**src/pkg/tmcr_pkg.sv**
```systemverilog
// Purpose: constants of the temperature monitor register block
// Assumes: 25 MHz system clock
// Notes: register indices are the 3-bit serial command addresses
package tmcr_pkg;
    // ---------------------------------------------------------------
    // clock and timing
    // ---------------------------------------------------------------
    localparam int CLK_HZ = 25_000_000;
    localparam int CONV_MS = 240;
    localparam int SPS_CONV_MS = 60;
    localparam int SPS_PERIOD_MS = 1000;
    localparam int CONV_CYC = CLK_HZ / 1000 * CONV_MS;
    localparam int SPS_CONV_CYC = CLK_HZ / 1000 * SPS_CONV_MS;
    localparam int SPS_PERIOD_CYC = CLK_HZ / 1000 * SPS_PERIOD_MS;
    localparam int SRST_ONES = 32;
    // ---------------------------------------------------------------
    // register map
    // ---------------------------------------------------------------
    localparam logic [2:0] A_STATUS = 3'h0;
    localparam logic [2:0] A_CFG = 3'h1;
    localparam logic [2:0] A_RESULT = 3'h2;
    localparam logic [2:0] A_ID = 3'h3;
    localparam logic [2:0] A_CRIT = 3'h4;
    localparam logic [2:0] A_HYST = 3'h5;
    localparam logic [2:0] A_UPPER = 3'h6;
    localparam logic [2:0] A_LOWER = 3'h7;
    localparam logic [7:0] CFG_RST = 8'h00;
    localparam logic [15:0] RESULT_RST = 16'h0000;
    localparam logic [15:0] CRIT_RST = 16'h4980;
    localparam logic [7:0] HYST_RST = 8'h05;
    localparam logic [15:0] UPPER_RST = 16'h2000;
    localparam logic [15:0] LOWER_RST = 16'h0500;
    // ---------------------------------------------------------------
    // configuration fields and modes
    // ---------------------------------------------------------------
    localparam int CFG_FQ_LSB = 0;
    localparam int CFG_CRIT_POL = 2;
    localparam int CFG_ALARM_POL = 3;
    localparam int CFG_CMP_MODE = 4;
    localparam int CFG_MODE_LSB = 5;
    localparam int CFG_RES16 = 7;
    localparam logic [1:0] MODE_CONT = 2'h0;
    localparam logic [1:0] MODE_ONESHOT = 2'h1;
    localparam logic [1:0] MODE_SPS = 2'h2;
    localparam logic [1:0] MODE_SHDN = 2'h3;
    localparam int HYST_SHIFT = 7;
    // event index: lower, upper, critical
    localparam int EV_LOW = 0;
    localparam int EV_HIGH = 1;
    localparam int EV_CRIT = 2;

    function automatic logic tmcr_is16(input logic [2:0] a);
        return (a == A_RESULT) || (a == A_CRIT) || (a == A_UPPER) || (a == A_LOWER);
    endfunction : tmcr_is16
endpackage : tmcr_pkg

```
**src/rtl/tmcr_monitor.sv**
```systemverilog
// Purpose: configuration, result, identity and limit logic
// Assumes: adc_code_i is a 16-bit code on clk_sys_i, valid at done
// Notes: alarm and critical pins are open drain, low when driven
//
// Overview of operation
// [RL1] fault queue bits 1:0 need 1 to 4 consecutive faults
// [RL2] config bit 2 sets critical pin active level, default low
// [RL3] config bit 3 sets alarm pin active level, default low
// [RL4] config bit 4: zero latches events, one follows comparison
// [RL5] mode 00 converts continuously, restarting at each completion
// [RL6] mode 01 runs one conversion of 240 ms
// [RL7] mode 10 converts 60 ms once per second
// [RL8] mode 11 stops conversions while register access still works
// [RL9] config bit 7 picks 13-bit or 16-bit resolution
// [RL10] result is a 16-bit twos complement word at address 2
// [RL11] in 13-bit mode low bits hold critical, upper, lower flags
// [RL12] in 16-bit mode low bits hold temperature, no flags
// [RL13] 13-bit bit 0 is one when below lower limit
// [RL14] 13-bit bit 1 is one when above upper limit
// [RL15] 13-bit bit 2 is one when above critical limit
// [RL16] bit 15 is sign; result resets to zero, read only
// [RL17] identity register at 3 holds maker and revision codes
// [RL18] critical pin activates when result exceeds critical limit
// [RL19] critical limit at 4 is read-write, resets to 0x4980
// [RL20] hysteresis lowers upper and critical, raises lower, to clear
// [RL21] a passing conversion restarts the fault count
// [RL22] writes to result and identity registers are ignored
`timescale 1ns/10ps
module tmcr_monitor import tmcr_pkg::*; #(
    parameter int CONV_CYCLES = CONV_CYC,
    parameter int SPS_CONV_CYCLES = SPS_CONV_CYC,
    parameter int SPS_PERIOD_CYCLES = SPS_PERIOD_CYC,
    // arbitrary identity values
    parameter logic [4:0] MAKER_ID = 5'h0a,
    parameter logic [2:0] REV_ID = 3'h1
) (
    // clock and reset
    input wire logic clk_sys_i,
    input wire logic resetn_i,
    // serial pins
    input wire logic sclk_i,
    input wire logic cs_n_i,
    input wire logic din_i,
    output logic dout_o,
    output logic dout_oe_o,
    // converter
    input wire logic [15:0] adc_code_i,
    output logic adc_power_o,
    output logic adc_done_o,
    // open-drain outputs
    output logic critical_pin_o,
    output logic critical_pin_oe_o,
    output logic alarm_pin_o,
    output logic alarm_pin_oe_o
);
    typedef enum logic [1:0] {
        ST_IDLE = 2'b00,
        ST_CONV = 2'b01,
        ST_WAIT = 2'b10
    } tmcr_state_t;

    tmcr_state_t state_q, state_d;
    logic [25:0] cnt_q, cnt_d;
    logic [7:0] cfg_q, hyst_q;
    logic [15:0] result_q, crit_q, upper_q, lower_q;
    logic [2:0] flag_q, evt_q, viol, clr;
    logic [1:0] fq_cnt_q [3];
    logic crit_oe_q, alarm_oe_q;
    logic [2:0] addr;
    logic [15:0] wr_data, rd_data;
    logic rd, wr, srst;

    // ---------------------------------------------------------------
    // serial port
    // ---------------------------------------------------------------
    tmcr_spi_slave u_spi (
        .clk_sys_i(clk_sys_i),
        .resetn_i(resetn_i),
        .sclk_i(sclk_i),
        .cs_n_i(cs_n_i),
        .din_i(din_i),
        .dout_o(dout_o),
        .dout_oe_o(dout_oe_o),
        .addr_o(addr),
        .rd_data_i(rd_data),
        .rd_o(rd),
        .wr_o(wr),
        .wr_data_o(wr_data),
        .srst_o(srst)
    );

    // ---------------------------------------------------------------
    // register decode
    // ---------------------------------------------------------------
    wire [1:0] mode = cfg_q[CFG_MODE_LSB +: 2];
    wire [1:0] fq = cfg_q[CFG_FQ_LSB +: 2];
    wire res16 = cfg_q[CFG_RES16];
    wire cmp_mode = cfg_q[CFG_CMP_MODE];
    wire wr_cfg = wr & (addr == A_CFG);
    wire rd_result = rd & (addr == A_RESULT);
    wire mode_wr = wr_cfg & (wr_data[CFG_MODE_LSB +: 2] != MODE_SHDN);

    always_comb begin
        unique case (addr)
            A_CFG: rd_data = {8'h00, cfg_q};
            A_RESULT: rd_data = result_q; // RL10
            A_ID: rd_data = {8'h00, MAKER_ID, REV_ID}; // RL17
            A_CRIT: rd_data = crit_q;
            A_HYST: rd_data = {8'h00, hyst_q};
            A_UPPER: rd_data = upper_q;
            A_LOWER: rd_data = lower_q;
            A_STATUS: rd_data = 16'h0000;
        endcase
    end

    // only writable registers decode; result and identity never take writes
    always_ff @(posedge clk_sys_i or negedge resetn_i) begin
        if (!resetn_i) begin
            cfg_q <= CFG_RST;
            crit_q <= CRIT_RST; // RL19
            hyst_q <= HYST_RST;
            upper_q <= UPPER_RST;
            lower_q <= LOWER_RST;
        end else if (srst) begin
            cfg_q <= CFG_RST;
            crit_q <= CRIT_RST;
            hyst_q <= HYST_RST;
            upper_q <= UPPER_RST;
            lower_q <= LOWER_RST;
        end else if (wr) begin // RL22
            if (addr == A_CFG)
                cfg_q <= wr_data[7:0];
            if (addr == A_CRIT)
                crit_q <= wr_data; // RL19
            if (addr == A_HYST)
                hyst_q <= wr_data[7:0];
            if (addr == A_UPPER)
                upper_q <= wr_data;
            if (addr == A_LOWER)
                lower_q <= wr_data;
        end
    end

    // ---------------------------------------------------------------
    // conversion sequencer
    // ---------------------------------------------------------------
    wire [25:0] conv_len = (mode == MODE_SPS) ? 26'(SPS_CONV_CYCLES) // RL7
                                             : 26'(CONV_CYCLES); // RL6
    wire [25:0] wait_len = 26'(SPS_PERIOD_CYCLES - SPS_CONV_CYCLES);
    wire done = (state_q == ST_CONV) && (cnt_q == conv_len - 26'h1);

    always_comb begin
        state_d = state_q;
        cnt_d = cnt_q + 26'h1;
        unique case (state_q)
            ST_IDLE: begin
                cnt_d = 26'h0;
                if (mode == MODE_CONT || mode == MODE_SPS)
                    state_d = ST_CONV;
            end
            ST_CONV: begin
                if (done) begin
                    cnt_d = 26'h0;
                    if (mode == MODE_CONT)
                        state_d = ST_CONV; // RL5
                    else if (mode == MODE_SPS)
                        state_d = ST_WAIT; // RL7
                    else
                        state_d = ST_IDLE; // RL6
                end
            end
            ST_WAIT: begin
                if (cnt_q == wait_len - 26'h1) begin
                    cnt_d = 26'h0;
                    state_d = ST_CONV;
                end
            end
            default: begin
                cnt_d = 26'h0;
                state_d = ST_IDLE;
            end
        endcase
        if (mode_wr) begin
            cnt_d = 26'h0;
            state_d = ST_CONV;
        end
        if (wr_cfg && wr_data[CFG_MODE_LSB +: 2] == MODE_SHDN)
            state_d = ST_IDLE; // RL8
    end

    always_ff @(posedge clk_sys_i or negedge resetn_i) begin
        if (!resetn_i) begin
            state_q <= ST_IDLE;
            cnt_q <= 26'h0;
        end else if (srst) begin
            state_q <= ST_IDLE;
            cnt_q <= 26'h0;
        end else begin
            state_q <= state_d;
            cnt_q <= cnt_d;
        end
    end

    assign adc_power_o = (state_q != ST_IDLE); // RL8
    assign adc_done_o = done;

    // ---------------------------------------------------------------
    // limit comparison with hysteresis
    // ---------------------------------------------------------------
    wire [15:0] temp = res16 ? adc_code_i : {adc_code_i[15:3], 3'h0}; // RL9
    wire signed [16:0] t_s = signed'({temp[15], temp});
    wire signed [16:0] h_s = signed'(17'({hyst_q[3:0], 7'h00}));
    wire signed [16:0] low_s = signed'({lower_q[15], lower_q});
    wire signed [16:0] up_s = signed'({upper_q[15], upper_q});
    wire signed [16:0] crit_s = signed'({crit_q[15], crit_q});

    assign viol[EV_LOW] = t_s < low_s; // RL13
    assign viol[EV_HIGH] = t_s > up_s; // RL14
    assign viol[EV_CRIT] = t_s > crit_s; // RL15 RL18
    assign clr[EV_LOW] = t_s > low_s + h_s; // RL20
    assign clr[EV_HIGH] = t_s < up_s - h_s; // RL20
    assign clr[EV_CRIT] = t_s < crit_s - h_s; // RL20

    always_ff @(posedge clk_sys_i or negedge resetn_i) begin
        if (!resetn_i)
            result_q <= RESULT_RST; // RL16
        else if (srst)
            result_q <= RESULT_RST;
        else if (done)
            result_q <= res16 ? adc_code_i : {adc_code_i[15:3], viol}; // RL11 RL12
    end

    // ---------------------------------------------------------------
    // fault queue and event latches, one per limit
    // ---------------------------------------------------------------
    for (genvar i = 0; i < 3; i++) begin : g_ev
        wire rise_ev = done & viol[i] & (fq_cnt_q[i] == fq) & ~flag_q[i];
        always_ff @(posedge clk_sys_i or negedge resetn_i) begin
            if (!resetn_i) begin
                fq_cnt_q[i] <= 2'h0;
                flag_q[i] <= 1'b0;
                evt_q[i] <= 1'b0;
            end else if (srst) begin
                fq_cnt_q[i] <= 2'h0;
                flag_q[i] <= 1'b0;
                evt_q[i] <= 1'b0;
            end else begin
                if (done && viol[i]) begin
                    if (fq_cnt_q[i] == fq)
                        flag_q[i] <= 1'b1; // RL1
                    else
                        fq_cnt_q[i] <= fq_cnt_q[i] + 2'h1; // RL1
                end else if (done) begin
                    fq_cnt_q[i] <= 2'h0; // RL21
                    if (clr[i])
                        flag_q[i] <= 1'b0; // RL20
                end
                // a new event beats a clearing read
                if (rise_ev)
                    evt_q[i] <= 1'b1; // RL4
                else if (rd_result)
                    evt_q[i] <= 1'b0;
            end
        end
    end

    // ---------------------------------------------------------------
    // output pins
    // ---------------------------------------------------------------
    wire crit_act = cmp_mode ? flag_q[EV_CRIT] : evt_q[EV_CRIT]; // RL4 RL18
    wire alarm_act = cmp_mode ? |flag_q[EV_HIGH:EV_LOW] : |evt_q[EV_HIGH:EV_LOW];

    always_ff @(posedge clk_sys_i or negedge resetn_i) begin
        if (!resetn_i) begin
            crit_oe_q <= 1'b0;
            alarm_oe_q <= 1'b0;
        end else begin
            crit_oe_q <= crit_act ^ cfg_q[CFG_CRIT_POL]; // RL2
            alarm_oe_q <= alarm_act ^ cfg_q[CFG_ALARM_POL]; // RL3
        end
    end

    assign critical_pin_o = 1'b0;
    assign critical_pin_oe_o = crit_oe_q;
    assign alarm_pin_o = 1'b0;
    assign alarm_pin_oe_o = alarm_oe_q;
endmodule : tmcr_monitor

```
**src/rtl/tmcr_spi_slave.sv**
```systemverilog
// Purpose: serial register port, sampled by the system clock
// Assumes: serial clock idles high, at most an eighth of clk_sys_i
// Notes: data in on rising, out on falling serial clock edges
`timescale 1ns/10ps
module tmcr_spi_slave import tmcr_pkg::*; (
    // clock and reset
    input wire logic clk_sys_i,
    input wire logic resetn_i,
    // serial pins
    input wire logic sclk_i,
    input wire logic cs_n_i,
    input wire logic din_i,
    output logic dout_o,
    output logic dout_oe_o,
    // register side
    output logic [2:0] addr_o,
    input wire logic [15:0] rd_data_i,
    output logic rd_o,
    output logic wr_o,
    output logic [15:0] wr_data_o,
    output logic srst_o
);
    logic [2:0] sclk_s_q, cs_s_q, din_s_q;
    logic [4:0] bcnt_q;
    logic [15:0] shin_q, shout_q;
    logic [5:0] ones_q;
    logic cmd_rd_q, cmd_ok_q, rd_pend_q;
    logic [2:0] addr_q;
    logic dout_q, oe_q, rd_q, wr_q, srst_q;
    logic [15:0] wdat_q;

    wire rise = sclk_s_q[1] & ~sclk_s_q[2];
    wire fall = ~sclk_s_q[1] & sclk_s_q[2];
    wire sel = ~cs_s_q[1];
    wire din = din_s_q[1];
    wire [7:0] cmd = {shin_q[6:0], din};
    wire cmd_end = sel & rise & (bcnt_q == 5'd7);
    wire [4:0] last = tmcr_is16(addr_q) ? 5'd23 : 5'd15;
    wire wr_end = sel & rise & (bcnt_q == last) & cmd_ok_q & ~cmd_rd_q;
    wire ones_full = rise & din & (ones_q == 6'(SRST_ONES - 1));

    // ---------------------------------------------------------------
    // pin synchronisers and framing
    // ---------------------------------------------------------------
    always_ff @(posedge clk_sys_i or negedge resetn_i) begin
        if (!resetn_i) begin
            sclk_s_q <= 3'h7;
            cs_s_q <= 3'h7;
            din_s_q <= 3'h0;
        end else begin
            sclk_s_q <= {sclk_s_q[1:0], sclk_i};
            cs_s_q <= {cs_s_q[1:0], cs_n_i};
            din_s_q <= {din_s_q[1:0], din_i};
        end
    end

    always_ff @(posedge clk_sys_i or negedge resetn_i) begin
        if (!resetn_i) begin
            bcnt_q <= 5'h0;
            shin_q <= 16'h0;
            ones_q <= 6'h0;
            srst_q <= 1'b0;
        end else begin
            srst_q <= ones_full;
            if (rise)
                ones_q <= (din && !ones_full) ? ones_q + 6'h1 : 6'h0;
            if (!sel || srst_q)
                bcnt_q <= 5'h0;
            else if (rise) begin
                shin_q <= {shin_q[14:0], din};
                if (bcnt_q != 5'h1f)
                    bcnt_q <= bcnt_q + 5'h1;
            end
        end
    end

    // ---------------------------------------------------------------
    // command, read load and write strobe
    // ---------------------------------------------------------------
    always_ff @(posedge clk_sys_i or negedge resetn_i) begin
        if (!resetn_i) begin
            cmd_rd_q <= 1'b0;
            cmd_ok_q <= 1'b0;
            addr_q <= 3'h0;
            rd_pend_q <= 1'b0;
            rd_q <= 1'b0;
            wr_q <= 1'b0;
            wdat_q <= 16'h0;
        end else begin
            rd_pend_q <= 1'b0;
            rd_q <= rd_pend_q;
            wr_q <= wr_end & ~srst_q;
            if (!sel)
                cmd_ok_q <= 1'b0;
            if (cmd_end) begin
                cmd_rd_q <= cmd[6];
                addr_q <= cmd[5:3];
                cmd_ok_q <= (cmd[7] == 1'b0) && (cmd[2:0] == 3'h0);
                rd_pend_q <= (cmd[7] == 1'b0) && (cmd[2:0] == 3'h0) && cmd[6];
            end
            if (wr_end)
                wdat_q <= {shin_q[14:0], din};
        end
    end

    always_ff @(posedge clk_sys_i or negedge resetn_i) begin
        if (!resetn_i) begin
            shout_q <= 16'h0;
            dout_q <= 1'b0;
            oe_q <= 1'b0;
        end else begin
            oe_q <= sel;
            if (rd_pend_q)
                shout_q <= tmcr_is16(addr_q) ? rd_data_i : {rd_data_i[7:0], 8'h00};
            else if (sel && fall && bcnt_q >= 5'd8 && cmd_rd_q) begin
                dout_q <= shout_q[15];
                shout_q <= {shout_q[14:0], 1'b0};
            end
        end
    end

    assign addr_o = addr_q;
    assign rd_o = rd_q;
    assign wr_o = wr_q;
    assign wr_data_o = wdat_q;
    assign srst_o = srst_q;
    assign dout_o = dout_q;
    assign dout_oe_o = oe_q;
endmodule : tmcr_spi_slave

```
**config.mk**
```make
export PLATFORM = sky130hd
export DESIGN_NAME = tmcr_monitor
export DESIGN_NICKNAME = d
export VERILOG_FILES = /design/src/pkg/tmcr_pkg.sv /design/src/rtl/tmcr_monitor.sv /design/src/rtl/tmcr_spi_slave.sv
export SDC_FILE = /design/constraint.sdc
export NUM_CORES = 1
export LEC_CHECK = 0
export ABC_AREA = 1
export BUFFER_PORTS_ARGS = -buffer_cell sky130_fd_sc_hd__buf_2
export CAP_MARGIN = 15
export CORE_ASPECT_RATIO = 1.5
export CORE_MARGIN = 2
export CORE_UTILIZATION = 60
export CTS_CLUSTER_SIZE = 30
export DETAILED_ROUTE_END_ITERATION = 10
export GPL_ROUTABILITY_DRIVEN = 1
export PLACE_DENSITY_LB_ADDON = 0.15
export SLEW_MARGIN = 15
export SYNTH_ARGS = -nofsm -noshare
export SYNTH_HDL_FRONTEND = slang
export SYNTH_SLANG_ARGS = --single-unit
```
**constraint.sdc**
```tcl
create_clock -name clk_sys_i -period 4.3 [get_ports clk_sys_i]
set_clock_uncertainty 0.05 [all_clocks]
set_input_delay 1.29 -clock clk_sys_i [delete_from_list [all_inputs] [get_ports clk_sys_i]]
set_output_delay 1.29 -clock clk_sys_i [all_outputs]
set_load 0.1 [all_outputs]
```
Yosys cells after proc, flatten, opt, wreduce, memory -nomap -nowiden. Index checks and enable logic that the tools add are counted. W data, S select, Z words.

Add/subtract/negate cells: 10. Magnitude comparators: 7. Equality and inequality tests: 30. Mux-type cells: 80. Bitwise logic cells: 35. Reduce and logical (&&, ||, !) cells: 59.

Operators with widths (number): $mux W16 (14); $pmux W16 S8 (1); $mux W26 (4); $pmux W26 S2 (1); $mux W8 (6); $mux W2 (18); $lt A16 B17 Y1 (2); $sub A16 B12 Y17 (2); $gt A16 B16 Y1 (2); $mux W1 (27); $reduce_bool A3 Y1 (9); $add A26 B1 Y26 const B (1); $eq A26 B25 Y1 const B (1); $eq A26 B26 Y1 (1); $reduce_bool A2 Y1 (12); $sub A23 B1 Y24 const B (1); $mux W23 (1); $and A1 B1 Y1 (22); $reduce_and A2 Y1 (11); $mux W5 (4); $ne A3 B2 Y1 const B (6); $add A16 B12 Y17 (1); $gt A16 B17 Y1 (1); $lt A16 B16 Y1 (1); other kinds (29) (72).

Flip-flop bits (word level): 198. Input bits: 21. Output and inout port bits: 8. Word-level logic and storage cells: 257.

Depth between registers and ports, before layout. Gate-level depths: netlist (run 1).

Depth after elaboration: 10. Gate-level depth with buffers: 23.

Modules after synthesis. A second synthesis (run 1) with hierarchy kept.

Cell total of the unflattened synthesis: 1606. Area total of the unflattened synthesis: 12715.9 um^2.

Modules (own cells, without submodules): tmcr_monitor (instances 1, cells each 1244, area an instance 9380.2 um^2); tmcr_spi_slave (instances 1, cells each 362, area an instance 3335.7 um^2).

Worst setup path after synthesis (run 1). OpenSTA, ideal clock, no wires.

Kind: flip-flop to output port. From: register state_q[1]. To: output port adc_done_o. Arrival: 1.895 ns. Data required time: 2.960 ns. Path slack: 1.065 ns. Cell stages (with the launch flop): 9. Path through: dfrtp_1 > inv_1 > ha_1 > nand2_1 > nor2_1 > nand3_1 > nor2_2 > nand2_8 > inv_1.

Longest elaborated chain between the ends: 2.

Ends and longest elaborated chain: from (decl) (line tmcr_monitor.sv:62) `tmcr_state_t state_q, state_d;`; from (signal assigned) (line tmcr_monitor.sv:199) `state_q <= state_d;`; $eq A2 B1 Y1 (line tmcr_monitor.sv:150) `wire done = (state_q == ST_CONV) && (cnt_q == conv_len - 26'h1);`; $logic_and A1 B1 Y1 (line tmcr_monitor.sv:150); to (decl) (line tmcr_monitor.sv:49) `output logic adc_done_o,`.

Every way passes these cells.

Final worst setup path (run 1). Ends and elaborated chain as after synthesis.

==> metrics.yaml, run 1 <==
global_route:
  grt_pass1_wl_mm: 56.2
  track_usage_pct: 33.2
  overflow: 0
  antenna_found_initial: 0
  grt_max_degree: 87
  first_global_vias: 10900
logic_synthesis:
  syn_inst: 1580
  ys_warn_count: 0
  synth_top_area_share_pct: 37.1
  syn-cell-area_um2: 12400
  synth.most_common_cell: "nand2_1"
  synthFlopType: "dfrtp_1"
  ys_types: 60
  avgSynthCellArea_um2: 7.85
  async_flop_share_pct: 100
  seq_area_frac_synth_pct: 40.1
  synth_area_leaders: "dfrtp_1 37%, nand2_1 11%, ha_1 9.9%"
  synth.largest_area_cell: "dfrtp_1"
  synth_enable_flop_cells: 0
  synthTopCellsByCount: "377 x nand2_1, 207 x inv_1, 184 x dfrtp_1"
  postSynthRegisterBits: 198
timing:
  fin_crit_ps: 3870
  rsz0062_at_grt: "no"
  drv_slew: 0
  slew_headroom_pct: 29.2
  fmax_mhz: 258
  setup_ws_ps: 427
  finalHoldViolations: 0
  finalSetupViolations: 0
  setup_tns_ps: 0
  worstMarginPinSlew_ps: 1060
  fin_crit_sh_pct: 90.1
power:
  power.density_nw_per_um2: 284
  leakage_uw: 0.00615
  peakVddDrop_uv: 293
route:
  met1Wirelength_mm: 13.5
  route.met2.wl_mm: 16.9
  wirelength_mm: 34.8
  drt_iter0_drc: 701
  ant_nets: 0
  num_vias: 10900
  drc_errors: 0
  wl_per_cell_um: 18.5
  wl_met3_mm: 2.03
  viasPerCell: 5.80
  top_layer: "met4"
  drt-pass1-iter-count: 6
clocking:
  insertion_delay_ps: 450
  numCtsBuffers: 17
  cts.path.max_buffers: 2
  tritoncts: "done"
  cts_setup_buffers: 0
  htreeDepth: 4
  post_cts_resize_count: 0
  postCtsHoldBufs: 0
  cts-root-buf: "clkbuf_16"
  clkTransAtPathRegs_ps: 80
  cts.sinks: 198
placed_design:
  dpl.hpwl_mm: 26.8
  portBuffers: 26
  dpl_worst_slack_ps: 741
  dp_cells: 1846
  gp_congestion: 1.02
setup_path:
  critPathCaptureType: "output pin"
  cp_max_fo: 5
  path_class: "flip-flop to output pin"
  r2r_end: "flag_q[1]$_DFFE_PN0P_"
  start_kind: "flip-flop"
  rr_startpoint: "hyst_q[2]$_DFFE_PN1P_"
  rrSetupSlack_ps: 630
  reg2reg_depth: 22
  worstPathArrival_ps: 2530
  cp.required_ps: 2960
final_layout:
  multi_input_area_um2: 6460
  syn_to_final_growth_pct: 7.95
  drive_gt1_share_pct: 8.05
  nFillCells: 1824
  nets: 1723
  regArea_um2: 4970
  num_antenna_cells: 0
  instances_no_fill: 1878
  post-route-util_pct: 65.8
worst_hold_path:
  min_delay_path_depth: 0
  holdCritStartpoint: "u_spi.din_s_q[0]$_DFF_PN0_"
  hp-class: "flip-flop to flip-flop"
  hold_end: "u_spi.din_s_q[1]$_DFF_PN0_"
floorplanning:
  core-area_um2: 20300
  ios: 29
  rows: 64
  fp.dieArea_um2: 21900
  die_width_um: 121
  fp.dieH_um: 180
  start_util_pct: 60.9
job:
  cap_violations: 0
status:
  outcome: "finished clean"
-- cell type report --
type	count	share of cell area (%)
Clock inverter	12	1.07
Timing Repair Buffer	37	1.75
Clock buffer	20	3.26
Tap cell	264	2.47
Inverter	216	6.06
Multi-Input combinational cell	1131	48.2
Sequential cell	198	37.2
-- report_power, final --
group          internal [µW]  switching, µW  leakage (µW)
clock                    823            772      0.000277
combinational           87.8            188       0.00330
sequential              1900           29.0       0.00257
total                   2810            988       0.00615
-- placed cells by master (no fill, tap or decap), drive strengths merged, types with 2 or more instances in the layout --
master     n
nand2    385
inv      219
dfrtp    184
nor2     154
o21ai    150
ha        98
a21oi     72
nand3     70
xor2      36
buf       36
nor3      31
nand4     30
clkbuf    21
o22ai     16
dfstp     14
nor4       8
a221oi     8
clkinv     7
xnor2      6
o21a       6
o211ai     6
o31ai      5
nor3b      5
a211oi     5
a22oi      4
o21bai     4
mux2       4
o2111ai    4
nand3b     3
o221ai     3
fa         3
a21o       2
or2        2
a22o       2
conb       2
-- through the flow --
step	instance area [µm²]	power (µW)	hold WS [ps]
floorplan	12400	2120	281
global placement	12800	2230	285
detailed placement	12800	2240	290
CTS	13400	3830	306
global route	13400	3950	313
finish	13400	3800	304
-- worst max-delay path, cell delays in order (launching register included) --
cell and delay, ps:
dfrtp_1 410, inv_1 110, ha_1 280, nand2_1 100, nor2_1 100, nand3_1 100
nor2_2 280, nand2_8 130, inv_1 120, buf_2 440
-- sequential cells by signal, summed over array words and instances, names as in the netlist, 5 cells and up --
| register | count |
|---|---|
| result_q | 16 |
| u_spi.shout_q | 16 |
| u_spi.shin_q | 15 |
| u_spi.ones_q | 6 |
| cfg_q | 8 |
| u_spi.wr_data_o | 16 |
| fq_cnt_q | 6 |
| cnt_q | 26 |
| crit_q | 16 |
| upper_q | 16 |
| hyst_q | 8 |
| lower_q | 16 |
| u_spi.bcnt_q | 5 |
-- worst max path at each step --
stage	start	to	slack, ps	cells past startpoint
floorplan	state_q[1]$_DFFE_PN0P_	adc_done_o	1070	8
global placement	hyst_q[2]$_DFFE_PN1P_	flag_q[2]$_DFFE_PN0P_	780	16
detailed placement	hyst_q[2]$_DFFE_PN1P_	flag_q[1]$_DFFE_PN0P_	740	22
CTS	state_q[1]$_DFFE_PN0P_	adc_done_o	400	9
global route	state_q[1]$_DFFE_PN0P_	adc_done_o	310	9
finish	state_q[1]$_DFFE_PN0P_	adc_done_o	430	9
-- routing by layer --
layer	global-route usage [%]	vias to the layer above
li1	-	5251
met4	20.9	0
met5	0	-
met1	39.9	5110
met2	54.8	401
met3	5.51	133
-- cell families (layout without fill, tap and decap cells) --
group                    count (synthesis)  count (layout)  share of synthesized area [%]
AND/OR/NAND/NOR                        690             690                           24.7
AO/OA/AOI/OAI                          292             292                           13.5
buffers and inverters                  252             285                           7.96
flip-flops                             198             198                           40.1
adder cells (fa/ha/maj)                101             101                           10.4
XOR/XNOR                                42              42                           2.97
multiplexers                             4               4                          0.363
other                                    1               2                         0.0302
Note: power is estimated with default switching activity, not from simulation.
==> inputs of run 2 (changes only) <==
--- a/config.mk
+++ b/config.mk
@@ -18,4 +18,5 @@
 export SLEW_MARGIN = 15
 export SYNTH_ARGS = -nofsm -noshare
 export SYNTH_HDL_FRONTEND = slang
+export SYNTH_HIERARCHICAL = 1
 export SYNTH_SLANG_ARGS = --single-unit
==> metrics.yaml, run 2 <==
worst_hold_path:
  hold_end: "u_spi/sclk_s_q[1]$_DFF_PN1_"
  min_delay_path_depth: 0
  holdCritStartpoint: "u_spi/sclk_s_q[0]$_DFF_PN1_"
  hp-class: "flip-flop to flip-flop"
setup_path:
  critical_path.slowest_cell: "buf_2"
  crit_chain: "inv_1 -> ha_1 -> nand2_1 -> nor2_1 -> nand2_1 -> nor2_1 -> nand3_4 -> nor2_8 -> buf_2"
  rrSetupSlack_ps: 540
  path_class: "flip-flop to output pin"
  rr_startpoint: "hyst_q[0]$_DFFE_PN1P_"
  start_kind: "flip-flop"
  reg2reg_depth: 16
  cp_max_fo: 7
  cp.required_ps: 2960
  r2r_end: "flag_q[0]$_DFFE_PN0P_"
  critPathMaxStageDelay_ps: 470
  worstPathArrival_ps: 2610
  critPathCaptureType: "output pin"
floorplanning:
  core-area_um2: 20900
  fp.dieArea_um2: 22400
  rows: 65
  die_width_um: 123
  ios: 29
  start_util_pct: 60.8
  fp.dieH_um: 182
route:
  viasPerCell: 5.90
  ant_nets: 0
  num_vias: 11300
  drt-pass1-iter-count: 6
  drt_iter0_drc: 975
  wirelength_mm: 36.6
  wl_per_cell_um: 19.2
  drc_errors: 0
logic_synthesis:
  ys_warn_count: 6
  synth_top_area_share_pct: 36.2
  synthFlopType: "dfrtp_1"
  async_flop_share_pct: 100
  synth.largest_area_cell: "dfrtp_1"
  syn_inst: 1606
  postSynthRegisterBits: 198
  seq_area_frac_synth_pct: 39.1
  ys_types: 59
  avgSynthCellArea_um2: 7.92
  synth_enable_flop_cells: 0
  syn-cell-area_um2: 12700
  synth_area_leaders: "dfrtp_1 36%, nand2_1 11%, ha_1 9.6%"
  synthTopCellsByCount: "375 x nand2_1, 196 x inv_1, 184 x dfrtp_1"
  synth.most_common_cell: "nand2_1"
timing:
  setup_ws_ps: 354
  setup_tns_ps: 0
  rsz0062_at_grt: "no"
  drv_slew: 0
  finalSetupViolations: 0
  worstMarginPinSlew_ps: 954
  fmax_mhz: 253
  slew_headroom_pct: 36.0
  finalHoldViolations: 0
  fin_crit_ps: 3950
  fin_crit_sh_pct: 91.8
clocking:
  clkTransAtPathRegs_ps: 70
  post_cts_resize_count: 0
  numCtsBuffers: 17
  htreeDepth: 4
  cts.path.max_buffers: 2
  insertion_delay_ps: 460
  cts_setup_buffers: 0
  cts.sinks: 198
  tritoncts: "done"
  cts-root-buf: "clkbuf_16"
  postCtsHoldBufs: 0
power:
  power.density_nw_per_um2: 285
  peakVddDrop_uv: 303
  finalPower_uw: 3890
  leakage_uw: 0.00643
global_route:
  use_met3_pct: 6.34
  grt.busiest_layer: "met2"
  first_global_vias: 11100
  overflow: 0
  antenna_found_initial: 0
  grt_use_met1_pct: 39.2
  grt_pass1_wl_mm: 58.6
  grt_max_degree: 69
  track_usage_pct: 34.5
  grt_util_met2_pct: 57.4
final_layout:
  post-route-util_pct: 65.5
  nFillCells: 1849
  syn_to_final_growth_pct: 7.59
  mostFrequentLayoutCell: "nand2_1"
  final_cell_mix: "375 x nand2_1, 196 x inv_1, 184 x dfrtp_1"
  num_antenna_cells: 0
  drive_gt1_share_pct: 10.4
  top_register: "cnt_q"
  nets: 1750
  largest_reg_flops: 26
placed_design:
  dpl.hpwl_mm: 27.7
  dpl_worst_slack_ps: 620
  gp_congestion: 0.984
  portBuffers: 26
status:
  outcome: "finished clean"
job:
  cap_violations: 0
## run 2: stage by stage
stage               cells  hold WS, ps  area [µm²]
finish               1909          306       13700
global route         1909          311       13700
CTS                  1909          307       13700
detailed placement   1877          297       13100
global placement     1877          285       13100
floorplan            1607          281       12700
## run 2: cell families after synthesis
kind of cell             share of synthesized area (%)
AO/OA/AOI/OAI                                     12.2
XOR/XNOR                                          2.96
adder cells (fa/ha/maj)                           10.1
buffers and inverters                             7.90
flip-flops                                        39.1
multiplexers                                     0.620
other                                           0.0295
AND/OR/NAND/NOR                                   27.1
## run 2: metal layers
metal  part of all wire [%]  wire [µm]  vias up
met5                      0          0        -
met4                    7.8       2840        0
li1                       -          -     5360
met2                     49      18000      455
met3                    5.6       2040      149
met1                     37      13700     5290
## run 2: worst max path at each step
stage	cells past startpoint	from	endpoint
after detailed placement	16	hyst_q[0]$_DFFE_PN1P_	flag_q[0]$_DFFE_PN0P_
after global routing	9	state_q[1]$_DFFE_PN0P_	adc_done_o
after floorplan	22	hyst_q[0]$_DFFE_PN1P_	flag_q[1]$_DFFE_PN0P_
after CTS	9	state_q[1]$_DFFE_PN0P_	adc_done_o
final	9	state_q[1]$_DFFE_PN0P_	adc_done_o
after global placement	16	hyst_q[0]$_DFFE_PN1P_	flag_q[0]$_DFFE_PN0P_
## run 2: layout make-up
cell class	count	area (µm²)	share of cell area (%)
repair buffers	34	211	1.55
multi-input cells	1160	6750	49.3
inverters	217	816	5.96
flip-flops and latches	198	4970	36.3
well taps	268	335	2.45
clock inverters	10	115	0.841
clock buffers	22	484	3.54
## run 2: critical path: cells and delay by family, from the launching register on
| family | cells | cell delay, ps |
|---|---|---|
| adder cells (fa/ha/maj) | 1 | 320 |
| flip-flops | 1 | 400 |
| AND/OR/NAND/NOR | 6 | 870 |
| buffers and inverters | 2 | 570 |
## run 2: report_power, final
group	internal, µW	switching (µW)	total (µW)
clock network	877	768	1640
logic	97.7	188	285
registers	1920	45.5	1960
==> inputs of run 3 (changes only) <==
--- a/config.mk
+++ b/config.mk
@@ -10,7 +10,7 @@
 export CAP_MARGIN = 15
 export CORE_ASPECT_RATIO = 1.5
 export CORE_MARGIN = 2
-export CORE_UTILIZATION = 60
+export CORE_UTILIZATION = 50
 export CTS_CLUSTER_SIZE = 30
 export DETAILED_ROUTE_END_ITERATION = 10
 export GPL_ROUTABILITY_DRIVEN = 1
==> metrics.yaml, run 3 (synthesis results as in run 2) <==
setup_path:
  crit_chain: "inv_1 -> ha_1 -> nand2_1 -> nor2_1 -> nand2_1 -> nor2_1 -> nand3_4 -> nor2_8 -> buf_2"
  crit_buf_inv: 2
  cp_max_fo: 7
  start_kind: "flip-flop"
  cp.required_ps: 2960
  critPathCaptureType: "output pin"
  path_class: "flip-flop to output pin"
  path_delay_family: "simple AND/OR/NAND/NOR gates"
  worstPathArrival_ps: 2530
  critical_path.slowest_cell: "buf_2"
  rrSetupSlack_ps: 650
  critPathMaxStageDelay_ps: 470
status:
  outcome: "finished clean"
clocking:
  tritoncts: "done"
  cts_setup_buffers: 0
  post_cts_resize_count: 0
  postCtsHoldBufs: 0
  cts.path.max_buffers: 2
  cts-root-buf: "clkbuf_16"
  htreeDepth: 4
  cts.sinks: 198
  insertion_delay_ps: 450
  clkTransAtPathRegs_ps: 70
  numCtsBuffers: 17
timing:
  fin_crit_ps: 3870
  fin_crit_sh_pct: 90.0
  setup_tns_ps: 0
  finalSetupViolations: 0
  worstMarginPinSlew_ps: 953
  whs_ps: 307
  finalHoldViolations: 0
  slew_headroom_pct: 36.0
  rsz0062_at_grt: "no"
  fmax_mhz: 258
  drv_slew: 0
route:
  drc_errors: 0
  wirelength_mm: 37.2
  drt-pass1-iter-count: 5
  drt_iter0_drc: 773
  ant_nets: 0
  wl_per_cell_um: 18.9
  num_vias: 11000
  viasPerCell: 5.59
floorplanning:
  rows: 71
  ios: 29
  core-area_um2: 25100
  start_util_pct: 50.8
  die_width_um: 134
  fp.dieH_um: 199
  fp.dieArea_um2: 26800
global_route:
  antenna_found_initial: 0
  grt_max_degree: 89
  overflow: 0
  grt_pass1_wl_mm: 59.3
  first_global_vias: 11000
  track_usage_pct: 29.1
final_layout:
  nets: 1751
  largest_reg_flops: 26
  drive_gt1_share_pct: 10.4
  final_cell_mix: "375 x nand2_1, 196 x inv_1, 184 x dfrtp_1"
  mostFrequentLayoutCell: "nand2_1"
  top_register: "cnt_q"
  syn_to_final_growth_pct: 8.18
  num_antenna_cells: 0
  instances_no_fill: 1970
power:
  pwr-share-seq_pct: 50.6
  leakage_uw: 0.00643
  peakVddDrop_uv: 273
  clkPwrFrac_pct: 42.1
  switching_share_pct: 26.0
  power.density_nw_per_um2: 282
  power_frac_comb_pct: 7.2
  p_sw_uw: 1010
  p_int_uw: 2870
worst_hold_path:
  hp-class: "flip-flop to flip-flop"
placed_design:
  dp_cells: 1938
  portBuffers: 26
  dpl.hpwl_mm: 28.9
  gp_congestion: 0.942
job:
  cap_violations: 0
## run 3: cell types whose count changed in the layout (fill, tap and decap cells not counted), sizes merged
cell and delta:
clkinv +2, clkbuf -2, inv +2, buf +1
clkinvlp -2
## run 3: final timing paths
kind,from,to,cells after the start
worst max-delay path,state_q[1]$_DFFE_PN0P_,adc_done_o,9
min in group asynchronous,resetn_i,cnt_q[23]$_DFF_PN0_,1
max in group asynchronous,resetn_i,u_spi/sclk_s_q[2]$_DFF_PN1_,2
worst min register to register,u_spi/din_s_q[0]$_DFF_PN0_,u_spi/din_s_q[1]$_DFF_PN0_,0
worst max register to register,hyst_q[2]$_DFFE_PN1P_,flag_q[2]$_DFFE_PN0P_,18
worst min-delay path,u_spi/din_s_q[0]$_DFF_PN0_,u_spi/din_s_q[1]$_DFF_PN0_,0
## run 3: metrics by stage
step / setup WS, ps / power, µW / cell area (µm²) / utilization (%)
final: 431 / 3880 / 13800 / 54.9
after floorplan: 1200 / 2160 / 12700 / -
after global placement: 672 / 2270 / 13200 / 52.5
after global routing: 308 / 4020 / 13800 / 54.9
after detailed placement: 671 / 2280 / 13200 / 52.5
after CTS: 411 / 3900 / 13800 / 54.9
## run 3: worst register-to-register path, stage by stage (launching register included)
cell and delay [ps]:
dfstp_2 540, inv_1 110, ha_1 370, nand2_1 80
nor2_1 40, a211oi_1 280, o21ai_0 200, nor3_1 320
a21oi_1 120, ha_1 380, a21oi_1 160, o21ai_0 100
a21oi_1 200, nand3_1 170, o21ai_0 210, inv_1 60
nand3_1 80, nand3_1 70, nand2_1 50
## run 3: power groups by stage
stage                     registers (µW)  clock network [µW]  logic (µW)
after floorplan                     1990                   0         168
after global placement              1990                   0         277
after detailed placement            2000                   0         282
after CTS                           1960                1660         283
after global routing                1970                1730         324
final                               1960                1630         281
## run 3: area by class of cell
class	count	area [µm²]
multi-input cells	1160	6750
fillers	2433	11300
repair buffers	35	219
inverters	217	816
clock inverters	12	135
flip-flops and latches	198	4970
well taps	328	410
clock buffers	20	457
## run 3: metal layers
layer	part of all wire, %	GRT usage, %
met3	4.0	3.83
met4	7.0	19.1
met2	50	51.7
met5	0	0
met1	39	32.6
